## config.mk

```make
export PLATFORM = sky130hd
export DESIGN_NAME = sfc_format
export DESIGN_NICKNAME = d
export VERILOG_FILES = /design/src/rtl/sfc_format.v /design/src/rtl/sfc_prescale.v
export VERILOG_INCLUDE_DIRS = /design/src /design/src/rtl
export SDC_FILE = /design/constraint.sdc
export NUM_CORES = 1
export LEC_CHECK = 0
export BUFFER_PORTS_ARGS = -buffer_cell sky130_fd_sc_hd__buf_2
export CORE_UTILIZATION = 30
export CTS_CLUSTER_SIZE = 8
export DETAILED_ROUTE_END_ITERATION = 7
export PLACE_DENSITY = 0.61
export SLEW_MARGIN = 20
export SYNTH_ARGS = -nofsm -noshare
export SYNTH_HDL_FRONTEND = slang
export SYNTH_SLANG_ARGS = --single-unit
```

## constraint.sdc

```tcl
create_clock -name clk_i -period 2.2 [get_ports clk_i]
set_clock_uncertainty 0.1 [all_clocks]
set_input_delay 0.44 -clock clk_i [delete_from_list [all_inputs] [get_ports clk_i]]
set_output_delay 0.44 -clock clk_i [all_outputs]
set_load 0.005 [all_outputs]
```

## src/rtl/sfc_map.vh

```
`ifndef SFC_MAP_VH
`define SFC_MAP_VH
// ==========================================
// register offsets
`define SFC_ADDR_W 4
`define SFC_OFF_FORMAT 4'h0
`define SFC_OFF_CARD 4'h1
`define SFC_OFF_CFG 4'h2
`define SFC_OFF_STAT 4'h3
// ==========================================
// format register fields, normal layout
`define SFC_B_COMM 7
`define SFC_B_CHAR_LEN 6
`define SFC_B_PAR_EN 5
`define SFC_B_ODD 4
`define SFC_B_STOP 3
`define SFC_B_MULTIPROC 2
`define SFC_B_CKS_HI 1
`define SFC_B_CKS_LO 0
// format register fields, card layout
`define SFC_B_TIMING_VAR 7
`define SFC_B_BLOCK 6
`define SFC_B_BCP_HI 3
`define SFC_B_BCP_LO 2
// card mode register field
`define SFC_B_CARD_SEL 0
// ==========================================
// reset values
`define SFC_RST_FORMAT 8'h00
`define SFC_RST_CARD 8'h00
// ==========================================
// prescale divide counts
`define SFC_DIV0 7'h01
`define SFC_DIV1 7'h04
`define SFC_DIV2 7'h10
`define SFC_DIV3 7'h40
// card cycles per bit
`define SFC_CYC0 9'h020
`define SFC_CYC1 9'h040
`define SFC_CYC2 9'h174
`define SFC_CYC3 9'h100
// card transmit end point, in half etu
`define SFC_VAR_TEND_HALF 5'h16
`define SFC_STD_TEND_HALF 5'h18
`endif

```

## src/rtl/sfc_format.v

```verilog
// Chosen here: strobed register access and the register offsets.
`timescale 1ns/1ps
`default_nettype none
`include "sfc_map.vh"
// ==========================================
// Operation
// (RQ1) bit 7 picks asynchronous (0) or clocked synchronous (1) mode.
// (RQ2) in asynchronous mode char length bit 0 gives 8 data bits, 1 gives 7.
// (RQ3) with 7-bit characters the frame is lsb first and bit 7 is dropped.
// (RQ4) clocked synchronous mode always uses 8 bits, ignoring char length.
// (RQ5) parity enable in asynchronous mode adds and checks a parity bit.
// (RQ6) multiprocessor format never adds nor checks parity.
// (RQ7) parity mode 0 is even, 1 is odd, for generation and checking.
// (RQ8) stop length 0 sends one stop bit, 1 sends two.
// (RQ9) the receiver checks only the first stop bit, a low second is a start.
// (RQ10) multiprocessor bit in asynchronous mode adds the multiprocessor bit.
// (RQ11) clock source 00 undivided, 01 by 4, 10 by 16, 11 by 64.
// (RQ12) the clock source field is given out as prescale index n.
// (RQ13) stop, multiprocessor, length and parity are ignored when synchronous.
// (RQ14) with card interface select set, bits 7 to 2 take the card layout.
// (RQ15) card cycles per bit: 00 is 32, 01 is 64, 10 is 372, 11 is 256.
// (RQ16) card timing variant moves transmit end to 11.0 etu, enables clock ctl.
module sfc_format (
   input wire clk_i,
   input wire rst_n_i,
   input wire [3:0] addr_i,
   input wire [7:0] wdata_i,
   input wire wr_i,
   input wire rd_i,
   input wire [7:0] tx_holding_i,
   output reg [7:0] rdata_o,
   output reg sync_mode_o,
   output reg [3:0] data_bits_o,
   output reg [7:0] tx_char_o,
   output reg lsb_first_o,
   output reg parity_gen_o,
   output reg parity_chk_o,
   output reg parity_odd_o,
   output reg [1:0] tx_stop_bits_o,
   output reg [1:0] rx_stop_check_o,
   output reg multiproc_o,
   output reg [1:0] prescale_n_o,
   output wire baud_tick_o,
   output reg card_mode_o,
   output reg block_transfer_o,
   output reg [8:0] card_cycles_o,
   output reg [4:0] tend_half_etu_o,
   output reg clock_out_ctl_o
);
   reg [7:0] serial_format_reg_q;
   reg [7:0] card_mode_reg_q;
   reg lsb_cfg_q;
   wire card_sel;
   wire async_n;
   wire multiproc_on;
   wire parity_on;
   wire timing_var_on;
   wire [1:0] cks;
   // ==========================================
   // register writes
   always @(posedge clk_i or negedge rst_n_i) begin
      if (!rst_n_i) begin
         serial_format_reg_q <= `SFC_RST_FORMAT;
         card_mode_reg_q <= `SFC_RST_CARD;
         lsb_cfg_q <= 1'b1;
      end else if (wr_i) begin
         if (addr_i == `SFC_OFF_FORMAT) begin
            serial_format_reg_q <= wdata_i;
         end
         if (addr_i == `SFC_OFF_CARD) begin
            card_mode_reg_q <= wdata_i;
         end
         if (addr_i == `SFC_OFF_CFG) begin
            lsb_cfg_q <= wdata_i[0];
         end
      end
   end
   assign card_sel = card_mode_reg_q[`SFC_B_CARD_SEL];
   assign async_n = serial_format_reg_q[`SFC_B_COMM] & ~card_sel; // [RQ1]
   assign multiproc_on = ~async_n & ~card_sel &
                         serial_format_reg_q[`SFC_B_MULTIPROC]; // [RQ10]
   assign parity_on = serial_format_reg_q[`SFC_B_PAR_EN] &
                      ~multiproc_on; // [RQ6]
   assign timing_var_on = card_sel &
                          serial_format_reg_q[`SFC_B_TIMING_VAR]; // [RQ16]
   assign cks = {serial_format_reg_q[`SFC_B_CKS_HI],
                 serial_format_reg_q[`SFC_B_CKS_LO]};
   // ==========================================
   // prescaler
   sfc_prescale u_pre (
      .clk_i(clk_i),
      .rst_n_i(rst_n_i),
      .sel_i(cks), // [RQ11]
      .tick_o(baud_tick_o)
   );
   // ==========================================
   // decoded format, registered
   always @(posedge clk_i or negedge rst_n_i) begin
      if (!rst_n_i) begin
         sync_mode_o <= 1'b0;
         data_bits_o <= 4'h8;
         tx_char_o <= 8'h00;
         lsb_first_o <= 1'b1;
         parity_gen_o <= 1'b0;
         parity_chk_o <= 1'b0;
         parity_odd_o <= 1'b0;
         tx_stop_bits_o <= 2'h1;
         rx_stop_check_o <= 2'h1;
         multiproc_o <= 1'b0;
         prescale_n_o <= 2'h0;
         card_mode_o <= 1'b0;
         block_transfer_o <= 1'b0;
         card_cycles_o <= `SFC_CYC0;
         tend_half_etu_o <= `SFC_STD_TEND_HALF;
         clock_out_ctl_o <= 1'b0;
      end else begin
         sync_mode_o <= async_n; // [RQ1]
         card_mode_o <= card_sel; // [RQ14]
         prescale_n_o <= cks; // [RQ12]
         rx_stop_check_o <= 2'h1; // [RQ9]
         if (async_n) begin
            data_bits_o <= 4'h8; // [RQ4] [RQ13]
            tx_char_o <= tx_holding_i;
            lsb_first_o <= lsb_cfg_q;
            parity_gen_o <= 1'b0; // [RQ13]
            parity_chk_o <= 1'b0;
            tx_stop_bits_o <= 2'h1;
            multiproc_o <= 1'b0;
         end else if (!card_sel && serial_format_reg_q[`SFC_B_CHAR_LEN]) begin
            data_bits_o <= 4'h7; // [RQ2]
            tx_char_o <= {1'b0, tx_holding_i[6:0]}; // [RQ3]
            lsb_first_o <= 1'b1; // [RQ3]
         end else begin
            data_bits_o <= 4'h8; // [RQ2]
            tx_char_o <= tx_holding_i;
            lsb_first_o <= lsb_cfg_q;
         end
         if (!async_n) begin
            parity_gen_o <= parity_on; // [RQ5] [RQ6]
            parity_chk_o <= parity_on; // [RQ5] [RQ6]
            multiproc_o <= multiproc_on; // [RQ10]
            if (card_sel) begin
               tx_stop_bits_o <= 2'h1;
            end else if (serial_format_reg_q[`SFC_B_STOP]) begin
               tx_stop_bits_o <= 2'h2; // [RQ8]
            end else begin
               tx_stop_bits_o <= 2'h1; // [RQ8]
            end
         end
         parity_odd_o <= serial_format_reg_q[`SFC_B_ODD] & ~async_n; // [RQ7]
         block_transfer_o <= card_sel &
                             serial_format_reg_q[`SFC_B_BLOCK]; // [RQ14]
         clock_out_ctl_o <= timing_var_on; // [RQ16]
         if (timing_var_on) begin
            tend_half_etu_o <= `SFC_VAR_TEND_HALF; // [RQ16]
         end else begin
            tend_half_etu_o <= `SFC_STD_TEND_HALF;
         end
         case ({serial_format_reg_q[`SFC_B_BCP_HI],
                serial_format_reg_q[`SFC_B_BCP_LO]})
            2'h0: card_cycles_o <= `SFC_CYC0; // [RQ15]
            2'h1: card_cycles_o <= `SFC_CYC1; // [RQ15]
            2'h2: card_cycles_o <= `SFC_CYC2; // [RQ15]
            default: card_cycles_o <= `SFC_CYC3; // [RQ15]
         endcase
      end
   end
   // ==========================================
   // read port
   always @(posedge clk_i or negedge rst_n_i) begin
      if (!rst_n_i) begin
         rdata_o <= 8'h00;
      end else if (rd_i) begin
         case (addr_i)
            `SFC_OFF_FORMAT: rdata_o <= serial_format_reg_q;
            `SFC_OFF_CARD: rdata_o <= card_mode_reg_q;
            `SFC_OFF_CFG: rdata_o <= {7'h00, lsb_cfg_q};
            `SFC_OFF_STAT: rdata_o <= {data_bits_o, 1'b0, parity_gen_o,
                                      sync_mode_o, card_mode_o};
            default: rdata_o <= 8'h00;
         endcase
      end else begin
         rdata_o <= 8'h00;
      end
   end
endmodule // sfc_format
`default_nettype wire

```

## src/rtl/sfc_prescale.v

```verilog
`timescale 1ns/1ps
`default_nettype none
`include "sfc_map.vh"
// ==========================================
// baud generator input prescaler
module sfc_prescale (
   input wire clk_i,
   input wire rst_n_i,
   input wire [1:0] sel_i,
   output wire tick_o
);
   reg [6:0] cnt_q;
   reg [6:0] cnt_d;
   reg [6:0] lim;
   always @* begin
      case (sel_i)
         2'h0: lim = `SFC_DIV0;
         2'h1: lim = `SFC_DIV1;
         2'h2: lim = `SFC_DIV2;
         default: lim = `SFC_DIV3;
      endcase
   end
   assign tick_o = (cnt_q >= lim - 7'h01);
   always @* begin
      if (tick_o) begin
         cnt_d = 7'h00;
      end else begin
         cnt_d = cnt_q + 7'h01;
      end
   end
   always @(posedge clk_i or negedge rst_n_i) begin
      if (!rst_n_i) begin
         cnt_q <= 7'h00;
      end else begin
         cnt_q <= cnt_d;
      end
   end
endmodule // sfc_prescale
`default_nettype wire

```

==> impl_summary.txt <==
----------------------------------------------------
[Run status]
  Status ... finished with violations
  Failing checks ... negative hold slack, negative setup slack

[Final layout]
  Antenna fix cells ... 0
  Number of cells in the finished layout apart from fillers ... 374
  Most common cell after layout, fill and taps aside ... buf_2
  Fraction of final layout cells sized beyond drive strength 1 ... 0.467
  Total number of nets in the final design ... 301
  Most used cells in the layout excluding fill and tap cells ... buf_2, dfrtp_1, nor2_1, mux2_2, clkbuf_8
  Layout overhead on the synthesized area ... 27.0%
  Final core utilization ... 0.401

[Power]
  Part of the power in registers ... 0.463
  Comb pwr share ... 0.247
  Internal cell power ... 2.27 mW
  Sw Pwr ... 0.930 mW
  Switching portion of total power ... 0.291
  Worst VDD drop ... 0.343 mV
  Clock network fraction of design power ... 0.290
  Static leakage power ... 1.62 nW
  Power density normalized to cell area ... 1020 nW/µm²

[Synth]
  Yosys warning count ... 0
  Proportion of synthesized flip-flops having asynchronous set or reset ... 1.00
  Number of enable flip-flop cells after synthesis ... 0
  Primary flip-flop cell chosen by synthesis mapping ... dfrtp_1
  Count of mapped cells out of synthesis ... 194
  Mean Syn Cell Area ... 12.8 µm²
  Flip-flop and latch count after synthesis ... 59
  Sequential fraction of the synthesis area ... 0.600
  Post-Synthesis Cell Area ... 2470 µm²
  Number of library cell types mapped by synthesis ... 35

[Place]
  Pre-CTS setup slack ... 0.0755 ns
  Detailed Place HPWL ... 3480 µm
  Placed cells ... 357
  I/O Buffers ... 65
  Gpl congestion ... 0.768

[Setup path]
  CP Class ... reg2out
  Launching element type of the critical path ... register
  Critical path capture point type ... output port
  Reg-to-reg critical path startpoint ... serial_format_reg_q[0]
  Worst R2R End ... u_pre.cnt_q[5]
  R2R depth ... 8
  CP delay by family, top ... flip-flops
  Critical Path Fanout Max ... 4
  Required time of the critical path ... 1.66 ns
  Data arrival time of the critical path ... 1.81 ns
  Delay of the slowest cell on the worst path ... 0.42 ns
  WP buf/inv ... 2
  Critical-path top delay cell ... dfrtp_1
  Flop2flop setup slack ... 0.42 ns
  Cell chain of the critical path ... buf_6 > nand2_2 > ha_4 > and3_4 > a221oi_2 > o21ai_2 > buf_2

[Route]
  Starting DRT DRC Count ... 24
  Number of detailed-routing iterations run before antenna repair ... 4
  Via density per instance ... 4.30
  Number of nets still failing antenna checks after routing ... 0
  Vias ... 1,607
  Routed wire length ... 5070 µm
  Post-DR wirelength/cell ... 13.6 µm
  DRC violations left ... 0

[Die]
  CORE AREA ... 7850 µm²
  Die ar. ... 8620 µm²
  Boundary pin count ... 74
  DIE WIDTH ... 92.8 µm
  Std-Cell Rows ... 32
  Initial core utilization ... 0.315
  Die Y ... 92.8 µm

[STA]
  Portion of the clock cycle consumed by the worst path in the final layout ... 1.07
  Final count of pins violating max slew ... 0
  Final Hold Violating Endpoints ... 4
  Period minus WS final ... 2.35 ns
  Final-layout worst hold slack ... -0.00474 ns
  RSZ-0062 raised after global routing ... yes
  Final count of negative-setup-slack endpoints ... 1
  Top achievable clock speed ... 0.426 GHz
  Crit path setup slack, layout ... -0.148 ns

[Clock tree]
  TritonCTS clock tree ... yes
  Number of H-tree levels ... 3
  Clock latency of the later-clocked register in the worst-skew pair ... 0.33 ns
  CTS Buffer Depth ... 2
  CTS Buf Count ... 9
  CTS Hold Bufs ... 0
  Clock Sinks ... 59
  Clock input transition at the sequential cells of the worst setup and hold paths ... 0.06 ns
  Clock tree root buffer cell ... clkbuf_8

[Global route]
  Grt total ovfl ... 0
  Number of antenna violations at the first check in global routing ... 0
  Overall global routing resource usage ... 0.129
  Wire length of the first global-routing pass ... 8180 µm
  Maximum number of pins on one net before global-route repair ... 60
  Number of global-route vias before repair ... 1,604

[Worst hold path]
  Min-delay worst type ... in2async

[Flow run]
  Total of max-cap violations ... 0

----------------------------------------------------
-- power groups by stage --
stage	Combinational [mW]	Sequential (mW)	Clock [mW]
final	0.791	1.48	0.929
after global routing	0.899	1.51	1.02
after CTS	0.794	1.48	0.965
after detailed placement	0.719	1.50	0
after global placement	0.703	1.49	0
after floorplan	0.454	1.47	0
-- cell type report --
cell class | count | area [µm²]
fill | 795 | 4700
sequential | 59 | 1480
multi-input combinational | 113 | 891
timing repair buffer | 74 | 413
clock buffer | 15 | 186
tap | 102 | 128
inverter | 10 | 37.5
clock inverter | 1 | 5.00
-- per-layer routing --
metal / up-vias / part of all wire / GRT usage
li1: 768 / - / -
met1: 773 / 0.46 / 0.166
met2: 55 / 0.46 / 0.195
met3: 11 / 0.058 / 0.0411
met4: 0 / 0.022 / 0.0654
met5: - / 0 / 0
-- how the worst max path moves through the flow --
stage | start | to | slack (ns) | depth (start not counted)
floorplan | serial_format_reg_q[1] | baud_tick_o | 0.14 | 5
global placement | serial_format_reg_q[0] | baud_tick_o | 0.09 | 5
detailed placement | serial_format_reg_q[0] | baud_tick_o | 0.08 | 7
CTS | serial_format_reg_q[0] | baud_tick_o | -0.16 | 7
global route | serial_format_reg_q[1] | baud_tick_o | -0.24 | 7
finish | serial_format_reg_q[0] | baud_tick_o | -0.15 | 7
-- stage by stage --
| stage | power [mW] | area (µm²) | hold WS [ns] | TNS (ns) |
|---|---|---|---|---|
| 6_report | 3.20 | 3140 | -0.00474 | -0.148 |
| 5_1_grt | 3.43 | 3140 | 0.00667 | -0.240 |
| 4_1_cts | 3.24 | 3140 | 0.00376 | -0.158 |
| 3_5_place_dp | 2.22 | 2880 | 0.368 | 0 |
| 3_3_place_gp | 2.20 | 2880 | 0.364 | 0 |
| 2_1_floorplan | 1.93 | 2500 | 0.0444 | 0 |
-- synthesized netlist by cell type, drive strengths merged, types with 3 or more instances --
cell type,count,area share
ha,10,0.051
or2,3,0.0076
xor2,4,0.014
dfstp,6,0.064
a31oi,3,0.0076
dfrtp,53,0.54
nor2,19,0.029
nand2b,3,0.0076
nand2,8,0.013
mux2,17,0.077
inv,10,0.015
o21a,3,0.0091
mux2i,6,0.024
nand3,6,0.012
buf,18,0.057
and2,3,0.0076
nor3,3,0.0081
and3,5,0.013
-- sequential cells by signal, indices dropped and copies added (netlist names) --
signal	flops
block_transfer_o	1
card_cycles_o	4
card_mode_o	1
card_mode_reg_q	8
data_bits_o	2
lsb_cfg_q	1
lsb_first_o	1
multiproc_o	1
parity_chk_o	1
parity_odd_o	1
prescale_n_o	2
rdata_o	8
serial_format_reg_q	8
sync_mode_o	1
tend_half_etu_o	2
tx_char_o	8
tx_stop_bits_o	2
u_pre.cnt_q	7
-- kinds of logic (layout without fill, tap and decap cells) --
group           count (synthesis)  after routing  share of synthesized area
flops                          59             59                      0.600
fa+ha+maj                      10             10                     0.0506
compound gates                 13             13                     0.0399
other cells                     2              9                    0.00303
simple gates                   52             52                      0.105
xor+xnor                        5              5                     0.0177
mux                            24             24                      0.111
buf+inv                        29            100                     0.0733
-- timing repair --
action                                  in CTS  in global routing
pin swaps                                    5                  0
endpoints found under the setup margin       1                  1
resized for setup                            9                  0
setup buffers                                1                  0
Note: power is estimated with default switching activity, not from simulation.
